--- src/odf_pkg.sv ---
// Constants, field layout and carrier types for the output data formatter
package odf_pkg;

	// Sample word geometry
	localparam int SAMPLE_W = 12;
	localparam int SAMPLE_MSB = 11;

	// Serial configuration word geometry
	localparam int SPI_WORD_W = 16;
	localparam int SPI_CNT_W = 5;
	localparam logic [4:0] SPI_BITS_ALL = 5'h10;
	localparam logic [4:0] SPI_BIT_LAST = 5'h0f;
	localparam logic [4:0] SPI_HDR_LAST = 5'h07;
	localparam logic [4:0] SPI_DATA_FIRST = 5'h09;
	localparam int SPI_RW_POS = 15;
	localparam int SPI_ADDR_HI = 14;
	localparam int SPI_ADDR_LO = 8;
	localparam int SPI_DATA_HI = 7;
	localparam int SPI_DATA_LO = 0;

	// Register addresses
	localparam logic [6:0] ADDR_RESET = 7'h00;
	localparam logic [6:0] ADDR_FORMAT = 7'h04;
	localparam int RESET_BIT = 7;

	// Format register field positions
	localparam int CTRL_USED_W = 6;
	localparam logic [5:0] CTRL_RESET = 6'h00;
	localparam logic [1:0] CTRL_UNUSED_READ = 2'h0;
	localparam logic [7:0] READ_NONE = 8'h00;

	// Test pattern codes
	localparam logic [2:0] TP_OFF = 3'h0;
	localparam logic [2:0] TP_ZERO = 3'h1;
	localparam logic [2:0] TP_ONE = 3'h3;
	localparam logic [2:0] TP_CHECK = 3'h5;
	localparam logic [2:0] TP_ALT = 3'h7;

	// Pattern values, overrange flag in the top bit
	localparam logic [12:0] PAT_ZERO = 13'h0000;
	localparam logic [12:0] PAT_ONES = 13'h1fff;
	localparam logic [12:0] PAT_CHECK_A = 13'h1555;
	localparam logic [12:0] PAT_CHECK_B = 13'h0aaa;

	// Sample bits inverted in alternate polarity mode
	localparam logic [11:0] ABP_MASK = 12'haaa;

	// Default buffer depth
	localparam int FIFO_DEPTH = 8;

	typedef struct packed {
		logic overrange_flag;
		logic [11:0] sample_bits;
	} odf_word_t;

	typedef struct packed {
		logic [2:0] test_pattern_select;
		logic alternate_polarity_enable;
		logic output_scramble_enable;
		logic signed_format_select;
	} odf_ctrl_t;

	typedef enum logic [1:0] {
		ODF_IDLE = 2'b00,
		ODF_SHIFT = 2'b01,
		ODF_DONE = 2'b10
	} odf_spi_state_t;

endpackage

--- src/odf_fifo.sv ---
// Word buffer between the formatter and the capture logic
`timescale 1ns/1ps
module odf_fifo #(
	parameter int WIDTH = 13,
	parameter int DEPTH = 8
) (
	input wire logic core_clk,
	input wire logic rst,
	input wire logic in_valid,
	output logic in_ready,
	input wire logic [WIDTH-1:0] in_data,
	output logic out_valid,
	input wire logic out_ready,
	output logic [WIDTH-1:0] out_data
);
	localparam int PTR_W = $clog2(DEPTH);
	localparam logic [PTR_W:0] FULL_CNT = (PTR_W+1)'(DEPTH);

	// Pointer wrap relies on a power of two depth
	if (DEPTH < 2 || (DEPTH & (DEPTH - 1)) != 0)
	begin : g_bad_depth
		$error("odf_fifo: DEPTH must be a power of two, at least 2");
	end
	if (WIDTH < 1)
	begin : g_bad_width
		$error("odf_fifo: WIDTH must be positive");
	end

	logic [WIDTH-1:0] mem [DEPTH];
	logic [PTR_W-1:0] wr_ptr;
	logic [PTR_W-1:0] rd_ptr;
	logic [PTR_W:0] count;
	logic push;
	logic pop;

	// Honest flags from the occupancy count
	assign in_ready = (count != FULL_CNT);
	assign out_valid = (count != '0);
	assign push = in_valid & in_ready;
	assign pop = out_valid & out_ready;
	assign out_data = mem[rd_ptr];

	// Storage, no reset needed on data
	always_ff @(posedge core_clk)
	begin
		if (push)
			mem[wr_ptr] <= in_data;
	end

	// Pointers and count
	always_ff @(posedge core_clk or posedge rst)
	begin
		if (rst)
		begin
			wr_ptr <= '0;
			rd_ptr <= '0;
			count <= '0;
		end
		else
		begin
			if (push)
				wr_ptr <= wr_ptr + 1'b1;
			if (pop)
				rd_ptr <= rd_ptr + 1'b1;
			if (push && !pop)
				count <= count + 1'b1;
			else if (pop && !push)
				count <= count - 1'b1;
		end
	end

endmodule

--- src/odf_formatter.sv ---
// Output data formatter: serial control register, pattern and coding logic, output buffer
`timescale 1ns/1ps
// Notes on behaviour
// - The format controls live in an 8-bit register at address 04h whose bits 7 and 6 are ignored on write.
// - Test pattern field 000 passes the normal conversion results through.
// - Field 001 drives every output to 0 and field 011 drives every output to 1.
// - Field 101 alternates word by word between 1 0101 0101 0101 and 0 1010 1010 1010.
// - Field 111 alternates word by word between all zeros and all ones.
// - Bit 2 turns alternate bit polarity off at 0 and on at 1.
// - Bit 1 turns the output randomizer off at 0 and on at 1.
// - Bit 0 selects offset binary at 0 and two's complement at 1.
// - Alternate bit polarity on forces offset binary whatever bit 0 holds.
// - A software reset write clears the format register to zero.
module odf_formatter
	import odf_pkg::*;
#(
	parameter int BUF_DEPTH = odf_pkg::FIFO_DEPTH
) (
	input wire logic core_clk,
	input wire logic rst,
	input wire logic spi_cs_n,
	input wire logic spi_sck,
	input wire logic spi_sdi,
	output logic spi_sdo_o,
	output logic spi_sdo_oe_n,
	input wire logic adc_valid,
	output logic adc_ready,
	input wire odf_pkg::odf_word_t adc_word,
	output logic out_valid,
	input wire logic out_ready,
	output odf_pkg::odf_word_t out_word
);
	import odf_pkg::*;

	localparam int WORD_W = $bits(odf_word_t);

	if (BUF_DEPTH < 2)
	begin : g_bad_buf
		$error("odf_formatter: BUF_DEPTH must be at least 2");
	end

	// Applies coding, randomizer and polarity to a live sample
	function automatic odf_word_t encode_sample(input odf_word_t in, input odf_ctrl_t c);
		odf_word_t w;
		w = in;
		// Polarity mode overrides the signed select
		if (c.signed_format_select && !c.alternate_polarity_enable)
			w.sample_bits[SAMPLE_MSB] = ~w.sample_bits[SAMPLE_MSB];
		// Scramble before polarity so the receiver undoes polarity first
		if (c.output_scramble_enable)
			w.sample_bits[SAMPLE_MSB:1] = w.sample_bits[SAMPLE_MSB:1] ^ {(SAMPLE_W-1){w.sample_bits[0]}};
		if (c.alternate_polarity_enable)
			w.sample_bits = w.sample_bits ^ ABP_MASK;
		return w;
	endfunction

	// Chooses a test pattern or the encoded sample
	function automatic odf_word_t format_word(input odf_word_t in, input odf_ctrl_t c, input logic phase);
		odf_word_t w;
		w = encode_sample(in, c);
		case (c.test_pattern_select)
			TP_OFF: w = encode_sample(in, c);
			TP_ZERO: w = PAT_ZERO;
			TP_ONE: w = PAT_ONES;
			TP_CHECK: w = phase ? PAT_CHECK_B : PAT_CHECK_A;
			TP_ALT: w = phase ? PAT_ONES : PAT_ZERO;
			// Unused codes fall back to live data
			default: w = encode_sample(in, c);
		endcase
		return w;
	endfunction

	// Read data for a register address
	function automatic logic [7:0] read_value(input logic [6:0] addr, input odf_ctrl_t c);
		logic [7:0] v;
		v = READ_NONE;
		if (addr == ADDR_FORMAT)
			v = {CTRL_UNUSED_READ, c};
		return v;
	endfunction

	// Serial pins come from another domain
	logic cs_s1;
	logic cs_s2;
	logic sck_s1;
	logic sck_s2;
	logic sck_s3;
	logic sdi_s1;
	logic sdi_s2;
	logic sck_rise;
	logic sck_fall;

	odf_spi_state_t state;
	logic [SPI_CNT_W-1:0] bit_cnt;
	logic [SPI_WORD_W-1:0] shreg;
	logic [7:0] rd_shift;
	logic rd_en;
	logic commit;
	logic [6:0] cmd_addr;
	logic [7:0] cmd_data;

	odf_ctrl_t ctrl;
	logic phase;
	logic push;
	odf_word_t fmt_word;
	logic [WORD_W-1:0] buf_out;

	// Two-stage synchronisers plus an edge stage
	always_ff @(posedge core_clk or posedge rst)
	begin
		if (rst)
		begin
			cs_s1 <= 1'b1;
			cs_s2 <= 1'b1;
			sck_s1 <= 1'b0;
			sck_s2 <= 1'b0;
			sck_s3 <= 1'b0;
			sdi_s1 <= 1'b0;
			sdi_s2 <= 1'b0;
		end
		else
		begin
			cs_s1 <= spi_cs_n;
			cs_s2 <= cs_s1;
			sck_s1 <= spi_sck;
			sck_s2 <= sck_s1;
			sck_s3 <= sck_s2;
			sdi_s1 <= spi_sdi;
			sdi_s2 <= sdi_s1;
		end
	end

	// Edges seen on synchronised levels only
	assign sck_rise = sck_s2 & ~sck_s3;
	assign sck_fall = ~sck_s2 & sck_s3;

	// Frame sequencer; clocks past the sixteenth are ignored
	always_ff @(posedge core_clk or posedge rst)
	begin
		if (rst)
		begin
			state <= ODF_IDLE;
			bit_cnt <= '0;
			shreg <= '0;
		end
		else
		begin
			case (state)
				ODF_IDLE:
				begin
					bit_cnt <= '0;
					if (!cs_s2)
						state <= ODF_SHIFT;
				end
				ODF_SHIFT:
				begin
					// Short frame is dropped without effect
					if (cs_s2)
						state <= ODF_IDLE;
					else if (sck_rise)
					begin
						shreg <= {shreg[SPI_WORD_W-2:0], sdi_s2};
						bit_cnt <= bit_cnt + 1'b1;
						if (bit_cnt == SPI_BIT_LAST)
							state <= ODF_DONE;
					end
				end
				ODF_DONE:
				begin
					if (cs_s2)
						state <= ODF_IDLE;
				end
				default: state <= ODF_IDLE;
			endcase
		end
	end

	// Command fields of a complete word
	assign cmd_addr = shreg[SPI_ADDR_HI:SPI_ADDR_LO];
	assign cmd_data = shreg[SPI_DATA_HI:SPI_DATA_LO];
	// Write takes effect when the frame closes
	assign commit = (state == ODF_DONE) && cs_s2 && (bit_cnt == SPI_BITS_ALL) && !shreg[SPI_RW_POS];

	// Format control register
	always_ff @(posedge core_clk or posedge rst)
	begin
		if (rst)
			ctrl <= CTRL_RESET;
		else if (commit)
		begin
			if (cmd_addr == ADDR_RESET && cmd_data[RESET_BIT])
				ctrl <= CTRL_RESET;
			else if (cmd_addr == ADDR_FORMAT)
				ctrl <= cmd_data[CTRL_USED_W-1:0];
		end
	end

	// Readback shifter; data moves on falling clock
	always_ff @(posedge core_clk or posedge rst)
	begin
		if (rst)
		begin
			rd_en <= 1'b0;
			rd_shift <= READ_NONE;
		end
		else if (state != ODF_SHIFT)
		begin
			rd_en <= 1'b0;
			rd_shift <= READ_NONE;
		end
		else if (sck_rise && bit_cnt == SPI_HDR_LAST)
		begin
			// Header complete: bit 6 of shreg is the read flag
			rd_en <= shreg[6];
			rd_shift <= read_value({shreg[5:0], sdi_s2}, ctrl);
		end
		else if (sck_fall && rd_en && bit_cnt >= SPI_DATA_FIRST)
			rd_shift <= {rd_shift[6:0], 1'b0};
	end

	// Open drain: only ever pulls low
	assign spi_sdo_o = 1'b0;
	assign spi_sdo_oe_n = ~(rd_en & ~rd_shift[7]);

	// Pattern phase steps once per accepted word in modes 101 and 111, held at 0 otherwise
	always_ff @(posedge core_clk or posedge rst)
	begin
		if (rst)
			phase <= 1'b0;
		else if (ctrl.test_pattern_select != TP_CHECK && ctrl.test_pattern_select != TP_ALT)
			phase <= 1'b0;
		else if (push)
			phase <= ~phase;
	end

	// Converter cannot be held, so a full buffer shows on adc_ready
	assign push = adc_valid & adc_ready;
	assign fmt_word = format_word(adc_word, ctrl, phase);

	odf_fifo #(
		.WIDTH(WORD_W),
		.DEPTH(BUF_DEPTH)
	) u_buf (
		.core_clk(core_clk),
		.rst(rst),
		.in_valid(adc_valid),
		.in_ready(adc_ready),
		.in_data(fmt_word),
		.out_valid(out_valid),
		.out_ready(out_ready),
		.out_data(buf_out)
	);

	assign out_word = buf_out;

endmodule

--- config.mk ---
export PLATFORM = sky130hd
export DESIGN_NAME = odf_formatter
export DESIGN_NICKNAME = d
export VERILOG_FILES = /design/src/odf_pkg.sv /design/src/odf_fifo.sv /design/src/odf_formatter.sv
export SDC_FILE = /design/constraint.sdc
export NUM_CORES = 1
export LEC_CHECK = 0
export ABC_AREA = 1
export BUFFER_PORTS_ARGS = -buffer_cell sky130_fd_sc_hd__buf_2
export CAP_MARGIN = 20
export CORE_AREA = 4 4 166 88
export CTS_CLUSTER_SIZE = 30
export DETAILED_ROUTE_END_ITERATION = 10
export DIE_AREA = 0 0 170 92
export HOLD_SLACK_MARGIN = 0.03
export PLACE_DENSITY = 0.74
export SLEW_MARGIN = 20
export SYNTH_ARGS = -nofsm -noshare
export SYNTH_HDL_FRONTEND = slang
export SYNTH_SLANG_ARGS = --single-unit
export TNS_END_PERCENT = 100
--- constraint.sdc ---
create_clock -name core_clk -period 1.94 [get_ports core_clk]
set_input_delay 0.582 -clock core_clk [delete_from_list [all_inputs] [get_ports core_clk]]
set_output_delay 0.582 -clock core_clk [all_outputs]
set_load 0.01 [all_outputs]
Word level (Yosys, flattened, before mapping)
Memories as Yosys holds them, arrays and structs flattened.
Cells that the tools add are included.
{"block": "totals", "n_memories": 1, "regBits": 56, "inputBits": 20, "mem_bits_rw": 104}
{"block": "classes", "order_cmp": 1, "addsub": 5, "bitwise_logic": 16, "n_mux": 35, "reduce_logical": 30, "eq_ne": 21}
{"memory": "u_buf.mem", "depth": 8, "word_bits": 13, "read_ports": 1, "rd_ports_with_merged_regs": 0, "write_ports": 1, "line": "odf_fifo.sv:29", "source": "logic [WIDTH-1:0] mem [DEPTH];"}
{"cell": "case mux 13 bit (5 select lines)", "n": 1}
{"cell": "2-to-1 mux 11 bit", "n": 4}
{"cell": "2-to-1 mux 13 bit", "n": 2}
{"cell": "2-to-1 mux 12 bit", "n": 2}
{"cell": "2-to-1 mux 8 bit", "n": 3}
{"cell": "XOR 11 bit", "n": 2}
{"cell": "2-to-1 mux 6 bit", "n": 3}
{"cell": "== test 7 x 3 -> 1 bit (second input constant)", "n": 2}
{"cell": "inequality test 3 bit (second input constant)", "n": 4}
{"cell": "inverter 6 bit", "n": 2}
{"cell": "logical AND 1 bit", "n": 11}
{"cell": "2-to-1 mux 2 bit", "n": 5}
{"cell": "2-to-1 mux 5 bit", "n": 2}
{"cell": "case mux 5 bit (2 select lines)", "n": 1}
{"cell": "nonzero test 2 bit", "n": 5}
{"cell": "2-to-1 mux 1 bit", "n": 9}
{"cell": "2-to-1 mux 4 bit", "n": 2}
{"cell": "inequality test 2 bit (second input constant)", "n": 4}
{"cell": "zero test 7 bit", "n": 1}
{"cell": "inverter 1 bit", "n": 7}
{"cell": "adder 3 x 1 -> 3 bit (second input constant)", "n": 2}
{"cell": "== test 3 bit (second input constant)", "n": 2}
{"cell": "case mux 2 bit (3 select lines)", "n": 1}
{"cell": "AND reduction 3 bit", "n": 2}
{"cell": "22 further kinds", "n": 29}

Logic depth before layout (Yosys ltp)
Gate-level depths: netlist (run 1).
{"block": "logic_depth", "word_depth": 10, "depth_mapped": 12}

By module
From an unflattened synthesis (run 1), not the netlist that was laid out.
{"block": "hier_totals", "cells_unflattened": 719, "area_unflattened_um2": 7223.2}
{"mod": "odf_fifo", "area_per_inst_um2": 4823.4, "cells_each": 429, "instances": 1, "seq_area_each_um2": 3373.2}
{"mod": "odf_formatter", "area_per_inst_um2": 2399.8, "cells_each": 290, "instances": 1, "seq_area_each_um2": 1153.6}

Least setup slack after synthesis (run 1)
No wires, ideal clock.
{"block": "synth_path", "kind": "reg2reg", "from": "register u_buf.count[1]", "to": "register u_buf.count[3]", "t_required_ns": 1.824, "arrival_ns": 1.887, "setup_ns": 0.116, "n_path_buf": 0, "path_slack_ns": -0.063, "path_stages_with_launch": 13, "path_cell_list": "dfrtp_1 > nor2_1 > nand3_1 > nand2_1 > inv_1 > ha_1 > inv_1 > ha_1 > a21oi_1 > nand2_1 > xor2_1 > nand2_1 > nand2_1"}
{"block": "synth_via", "elab_chain_len": 5}
{"element": "start: declaration", "line": "odf_fifo.sv:32", "source": "logic [PTR_W:0] count;"}
{"element": "start signal: assignment", "line": "odf_fifo.sv:66", "source": "count <= count + 1'b1;"}
{"element": "start signal: assignment", "line": "odf_fifo.sv:68", "source": "count <= count - 1'b1;"}
{"element": "inequality test 4 bit *", "line": "odf_fifo.sv:37", "source": "assign in_ready = (count != FULL_CNT);"}
{"element": "net adc_ready", "line": "odf_formatter.sv:27", "source": "output logic adc_ready,"}
{"element": "AND 1 bit *"}
{"element": "net push", "line": "odf_formatter.sv:104", "source": "logic push;"}
{"element": "zero test 1 bit", "line": "odf_fifo.sv:67", "source": "else if (pop && !push)"}
{"element": "logical AND 1 bit", "line": "odf_fifo.sv:67"}
{"element": "nonzero test 2 bit (no source line)"}
The timed path passes the listed nets; every way through them passes the cells marked *. The select of a mux whose other input is x is not followed.
A chain may end at the register's enable or synchronous reset.

==> metrics, run 1 <==
CTS Hold Buffers Added 0; Highest Clock Rate 421 MHz; Final setup viols 13; first-pass GRT wire length 26.0 mm; R2R Path End u_buf.count[3]; Tmin final 2380 ps; worst r2r src u_buf.count[1]; Non-Filler Instances 931; Cell Area, Synth 7070 sq um; Synth warnings 0; CP Data Arrival Time 1790 ps; die area 15600 sq um; Core ar. 13200 sq um; failing checks setup timing; H-tree levels 4; Cells after Synth 666; Area growth, synth to finish 20.0%; Critical Path Source Type register; # fillers 994; detailed placer's ending HPWL 10.6 mm; Clock transition at path regs 70 ps; IO Count 37; WS Path Type reg -> out; Final Skew 10.3 ps; endpoint class of the critical path output port; final instance area 8490 sq um; synthesized flop and latch total 160; Final GP Congestion 0.847; gr usage total 0.219; top cell type's share of synthesized area 0.442; Detail Route Antenna Nets 0; Initial Utilization 0.537; area leader, netlist edfxtp_1; worst-skew pair later-pin latency 420 ps; setup_tns -4930 ps; required time worst endpoint 1360 ps; Final WS setup -437 ps; Relative slew margins 0.359; num rows 30; Vias 5074; PwrDens 1400 nW/um^2; CP max FO 8; number of antenna violations at the first check in global routing 0; Compound-Gate Fraction of Synth Area 0.0988; RSZ-0062 raised after global routing yes; Layout Nets 772; commonest cells after routing, fill and taps aside 121 x nand2_1, 104 x edfxtp_1, 98 x nor2_1; CTS Buf Count 17; Post-synth EDFFs 104; most common cell after layout, fill and taps aside nand2_1; Final Hold Violating Endpoints 0; post-synthesis net count 696; mean area per synthesized cell 10.6 sq um; status finished, violations left; worst min path class in -> async; post-synth cell types 40; chip height 92 microns; post-synthesis sequential area ratio 0.640; Hold WS 214 ps; Max Cap Violations 0; Final Max Tran Viols 0; CTS tree yes; placed cell areas 7700 sq um; R2R setup slack 120 ps; XOR/XNOR Fraction of Synth Area 0.0285; worst-margin pin slew 951 ps; LEAKAGE 3.48 nW; main flop type after synthesis edfxtp_1; VDD IR max 894 uV; Synth Area in Simple Gates 0.171; Synth Area in Adders 0.0188; clock sink total 160; CTS Root Cell clkbuf_16; DR WL/cell 17.5 microns; # diodes 0; Vias/cell 5.45; Final Cycle Share 1.23; placed cells 892; CTS max path bufs 2; initial DRC count 551; largest family of logic cells by synthesized area simple AND/OR/NAND/NOR gates; die width 170 microns; proportion of layout cells with a drive suffix above 1 0.232; final wirelength 16.3 mm; TritonRoute pass-1 iters 6; largest cells by area after synthesis edfxtp_1 44%, dfrtp_1 19%, nand2_1 6.6%; r2r worst-path depth 12; ys async rst share 0.350; multiplexer share of the synthesized area 0.00159; port bufs 35; vias in the first global route 4987; GRT Residual Overflow 0; largest net degree at the start of global routing 57; Remaining DRCs 0
==> state kept, by name (all words and copies together), names as in the netlist <==
signal	flops
shreg	16
rd_en	1
rd_shift	8
state	2
sdi_s1	1
sck_s3	1
u_buf.mem	104
sdi_s2	1
sck_s1	1
u_buf.wr_ptr	3
bit_cnt	5
u_buf.count	4
sck_s2	1
cs_s2	1
u_buf.rd_ptr	3
cs_s1	1
ctrl	6
phase	1
==> power breakdown <==
| part | leakage, nW | internal, W | switching [W] |
|---|---|---|---|
| Clock | 0.272 | 0.00181 | 0.00145 |
| Sequential | 1.66 | 0.00419 | 0.000264 |
| Combinational | 1.55 | 0.00166 | 0.00249 |
| Total | 3.48 | 0.00766 | 0.00420 |
==> cells in the mapped netlist, drive strengths merged (8+ instances only) <==
library cell,number
a21oi,9
buf,16
clkbuf,9
dfrtp,54
edfxtp,104
ha,9
inv,37
nand2,129
nand3,32
nor2,114
o21ai,109
xnor2,8
xor2,15
==> worst max path at each step <==
stage,from,endpoint,slack [ps],depth (start not counted)
2_1_floorplan,u_buf.count[1],u_buf.count[3],-60,12
3_3_place_gp,adc_word[0],u_buf.mem[2][5],-120,5
3_5_place_dp,adc_word[0],u_buf.mem[2][5],-270,5
4_1_cts,u_buf.rd_ptr[0],out_word[8],-420,8
5_1_grt,u_buf.rd_ptr[0],out_word[1],-540,9
6_report,u_buf.rd_ptr[0],out_word[1],-440,9
==> worst max-delay path: stages (launching register included) <==
cell	delay, ps
dfrtp_2	480
buf_12	170
buf_16	150
nor2_4	100
nor2_1	40
o21ai_1	80
o21ai_1	80
nand2_1	60
nand2_1	70
buf_2	140
==> layout make-up <==
type	count	area (sq um)	area share
Clock inverter	14	148	0.0174
Clock buffer	18	429	0.0506
Inverter	38	150	0.0177
Timing Repair Buffer	82	663	0.0781
Tap cell	176	220	0.0260
Sequential cell	160	4530	0.534
Multi-Input combinational cell	443	2350	0.277
==> cell families (layout without fill, tap and decap cells) <==
group / count (synthesis) / count (layout)
buffers and inverters: 63 / 152
AND/OR/NAND/NOR: 286 / 286
XOR/XNOR: 23 / 23
multiplexers: 1 / 1
other: 1 / 1
adder cells (fa/ha/maj): 10 / 10
flip-flops: 160 / 160
AO/OA/AOI/OAI: 122 / 122
==> per-stage QoR <==
stage,total power [W],util,worst slack [ps]
CTS,0.0117,0.636,-425
detailed placement,0.00810,0.585,-274
finish,0.0119,0.644,-437
floorplan,0.00673,-,-63.5
global placement,0.00798,0.585,-124
global route,0.0126,0.644,-545
==> routing by layer <==
layer	track usage	vias to the layer above	wire (microns)
met5	0	-	0
met2	0.316	213	7120
met4	0.0611	0	196
met1	0.330	2435	7600
li1	-	2408	-
met3	0.0564	18	1410
==> what timing repair did <==
action	in CTS	in global routing
resized for setup	42	24
pin swaps	2	11
gates cloned	2	0
setup endpoints to repair	22	27
buffers inserted	1	4
(Power assumes the default switching activity.)
==> run 2: changes to the inputs <==
RECOVER_POWER = 100   (was not set)
==> run 2 against run 1 <==
The run still ends with setup timing left. Non-clock buffer count stayed put. Count of clock-buffer cells in the layout stayed put. Critical path depth stayed put. Clock power hardly changed. Sequential share of layout area is 0.62 points higher. Flip-flop and latch count stayed put. Critical path type unchanged. Largest cell class unchanged. Highest routed layer unchanged.
==> metrics, run 2 (synthesis results as in run 1) <==
Final Max Tran Viols 0; Final Hold Violating Endpoints 0; CTS max path bufs 2; initial DRC count 533; Final GP Congestion 0.847; Final Cycle Share 1.23; Most flops, register u_buf.mem; total power 0.0118 W; Layout Nets 772; DR WL/cell 17.6 microns; CTS Buf Count 17; worst-skew pair later-pin latency 420 ps; fin util 0.637; CP max FO 8; die width 170 microns; Remaining DRCs 0; worst-margin pin slew 1370 ps; Final setup viols 22; chip height 92 microns; CP Data Arrival Time 1800 ps; TritonRoute pass-1 iters 5; placed cell areas 7700 sq um; placed cells 892; worst min path class in -> reg; Relative slew margins 0.0868; Critical Path Source Type register; detailed placer's ending HPWL 10.6 mm; PwrDens 1410 nW/um^2; RSZ-0062 raised after global routing yes; CTS tree yes; status finished, violations left; Place WS -274 ps; Clock transition at path regs 70 ps; most common cell after layout, fill and taps aside nand2_1; Vias/cell 5.47; IO Count 37; clock sink total 160; Detail Route Antenna Nets 0; Initial Utilization 0.537; Max Cap Violations 0; vias in the first global route 4987; gr usage total 0.219; die area 15600 sq um; WS Path Type reg -> out; GRT Residual Overflow 0; VDD IR max 881 uV; largest net degree at the start of global routing 57; H-tree levels 4; endpoint class of the critical path output port; Final Skew 10.4 ps; Non-Filler Instances 931; Vias 5096; largest registers u_buf.mem (104), shreg (16), rd_shift (8); number of antenna violations at the first check in global routing 0; proportion of layout cells with a drive suffix above 1 0.207; Highest Clock Rate 419 MHz; final wirelength 16.4 mm; # diodes 0; LEAKAGE 3.45 nW; CTS Root Cell clkbuf_16; failing checks setup timing; Core ar. 13200 sq um; final instance area 8390 sq um; max reg flops 104; Tmin final 2390 ps; commonest cells after routing, fill and taps aside 124 x nand2_1, 104 x edfxtp_1, 100 x nor2_1; num rows 30; Final WS setup -446 ps; required time worst endpoint 1360 ps; first-pass GRT wire length 26.0 mm; port bufs 35; # fillers 1019; Area growth, synth to finish 18.7%
[run 2: area by class of cell]
type	count	area (sq um)	area share
repair buffers	82	603	0.0719
flip-flops and latches	160	4530	0.540
well taps	176	220	0.0263
multi-input cells	443	2310	0.276
clock inverters	14	148	0.0176
inverters	38	149	0.0178
clock buffers	18	429	0.0512
[run 2: final timing paths]
check,endpoint,slack (ps),from,cells past startpoint
hold reg to reg,sdi_s2,350,sdi_s1,0
max in group asynchronous,u_buf.rd_ptr[0],410,rst,3
hold / removal,sck_s1,260,spi_sck,1
min in group asynchronous,u_buf.count[0],620,rst,3
setup / recovery,out_word[1],-450,u_buf.rd_ptr[0],9
setup reg to reg,shreg[9],-50,cs_s2,4
[run 2: timing repair]
| action | CTS | global route |
|---|---|---|
| pin swaps | 2 | 11 |
| setup endpoints to repair | 22 | 27 |
| resized for setup | 42 | 24 |
| hold buffers | 0 | 0 |
| buffers inserted | 1 | 4 |
| gates cloned | 2 | 0 |
[run 2: through the flow]
step                      TNS (ps)  hold WS, ps
final                        -5230          260
after global placement       -2210          333
after floorplan              -1600          331
after global routing        -10630          241
after detailed placement     -7480          339
after CTS                    -5020          220
[run 2: routing by layer]
layer	global-route usage	share of wire
met5	0	0
met2	0.316	0.44
met4	0.0611	0.011
met1	0.330	0.48
met3	0.0564	0.076
[run 2: worst max-delay path, cell delays in order, from the launching register on]
cell and delay, ps:
dfrtp_2 490, buf_12 170, buf_16 160, nor2_4 100
nor2_1 40, o21ai_1 80, o21ai_1 80, nand2_1 60
nand2_1 70, buf_2 140
[run 2: report_power, final]
part	internal [W]	leakage (nW)	switching (W)
clock network	0.00181	0.272	0.00146
logic	0.00162	1.52	0.00248
registers	0.00419	1.66	0.000261
==> run 3: changes to the inputs <==
--- a/constraint.sdc
+++ b/constraint.sdc
@@ -3,2 +3,2 @@
 set_output_delay 0.582 -clock core_clk [all_outputs]
-set_load 0.01 [all_outputs]
+set_load 0.1 [all_outputs]
==> run 3 against run 2 <==
The flow still finishes with violations (setup timing). Routed wire length is 6.3% higher. Maximum frequency shrank 3.3%. Combinational power grew 85%. Critical path depth is 2 lower. Flip-flop and latch count is the same. Clock skew decreased by 1.9 ps. Critical endpoint is now out_word[5]. Clock power shrank 8.6%. Worst setup slack worse by 82 ps. Power rose by 27%. First-iteration DRC count up 23%. Final cell count increased by 0.64%.
==> metrics, run 3 (synthesis results as in run 1) <==
Final Hold Violating Endpoints 0; Initial Utilization 0.537; register area 4530 sq um; worst-margin pin slew 1400 ps; initial DRC count 654; Highest Clock Rate 405 MHz; Vias 5268; Vias/cell 5.62; Final WS setup -528 ps; largest registers u_buf.mem (104), shreg (16), rd_shift (8); RSZ-0062 raised after global routing yes; number of antenna violations at the first check in global routing 0; setup_tns -10480 ps; num rows 30; Critical Path Source Type register; commonest cells after routing, fill and taps aside 112 x nand2_1, 104 x edfxtp_1, 100 x nor2_1; gr usage total 0.225; # diodes 0; Final Max Tran Viols 0; die width 170 microns; proportion of layout cells with a drive suffix above 1 0.243; Most flops, register u_buf.mem; PwrDens 1700 nW/um^2; status finished, violations left; worst-skew pair later-pin latency 420 ps; CTS Root Cell clkbuf_16; placed cell areas 8190 sq um; final instance area 8830 sq um; worst r2r src u_buf.count[0]; failing checks setup timing; GRT Residual Overflow 0; Detail Route Antenna Nets 0; Relative slew margins 0.0647; Core ar. 13200 sq um; CTS Buf Count 17; VDD IR max 1360 uV; clock sink total 160; Final Cycle Share 1.27; DR WL/cell 18.5 microns; detailed placer's ending HPWL 11.3 mm; Hold EP cs_s1; vias in the first global route 4882; IO Count 37; Clock transition at path regs 60 ps; CP Data Arrival Time 1890 ps; area of the multi-input gates 2420 sq um; Hold Path Stages 1; final wirelength 17.4 mm; Final GP Congestion 0.865; R2R setup slack -230 ps; max reg flops 104; WS Path Type reg -> out; Area growth, synth to finish 24.9%; port bufs 35; most common cell after layout, fill and taps aside nand2_1; CTS max path bufs 2; worst min path class in -> reg; LEAKAGE 3.58 nW; TritonRoute pass-1 iters 6; die area 15600 sq um; H-tree levels 4; Remaining DRCs 0; Final Skew 8.47 ps; CTS Hold Buffers Added 0; CTS tree yes; CP max FO 19; r2r worst-path depth 9; Layout Nets 778; # fillers 936; Tmin final 2470 ps; chip height 92 microns; endpoint class of the critical path output port; first-pass GRT wire length 26.5 mm; Worst Hold Launch spi_cs_n; R2R Path End u_buf.count[2]; largest net degree at the start of global routing 57; Max Cap Violations 0; required time worst endpoint 1360 ps; Final setup viols 76
run 3: per-stage QoR:
stage | hold slack [ps] | instances | utilization | setup WS [ps] | power, W
6_report | 255 | 937 | 0.670 | -528 | 0.0151
5_1_grt | 242 | 937 | 0.670 | -607 | 0.0157
4_1_cts | 229 | 930 | 0.668 | -486 | 0.0147
3_5_place_dp | 337 | 891 | 0.621 | -273 | 0.0115
3_3_place_gp | 345 | 891 | 0.621 | -269 | 0.0114
2_1_floorplan | 331 | 666 | - | -153 | 0.00911
run 3: final cells by class:
| type | count | area share |
|---|---|---|
| clock inverter | 13 | 0.0105 |
| clock buffer | 19 | 0.0490 |
| tap | 176 | 0.0249 |
| timing repair buffer | 88 | 0.111 |
| inverter | 38 | 0.0174 |
| sequential | 160 | 0.513 |
| multi-input combinational | 443 | 0.274 |
run 3: layer usage:
metal / up-vias / part of all wire / global-route usage
li1: 2423 / - / -
met1: 2551 / 0.45 / 0.347
met4: 0 / 0.015 / 0.0631
met2: 267 / 0.42 / 0.308
met5: - / 0 / 0
met3: 27 / 0.11 / 0.0650
run 3: worst max-delay path by stage:
stage | to | startpoint | depth (start not counted)
final | out_word[5] | u_buf.rd_ptr[0] | 7
after detailed placement | u_buf.mem[7][9] | adc_word[0] | 5
after global placement | u_buf.mem[7][9] | adc_word[0] | 5
after global routing | out_word[5] | u_buf.rd_ptr[0] | 7
after floorplan | u_buf.count[3] | u_buf.count[0] | 12
after CTS | out_word[10] | u_buf.rd_ptr[0] | 8
run 3: repair_timing:
item,in CTS,in global routing
setup endpoints to repair,23,34
gates cloned,1,4
gates resized for setup,15,39
pin swaps,2,6
buffers inserted,6,3
run 3: critical path: stages (launching register included):
cell and delay [ps]:
dfrtp_2 480, inv_4 150, buf_12 170, nor2_1 40, o21ai_0 200, nand2_1 130
nand2_4 100, buf_12 170
run 3: power by group:
part / switching [W] / internal (W)
clock: 0.00136 / 0.00163
sequential: 0.000270 / 0.00420
combinational: 0.00485 / 0.00274
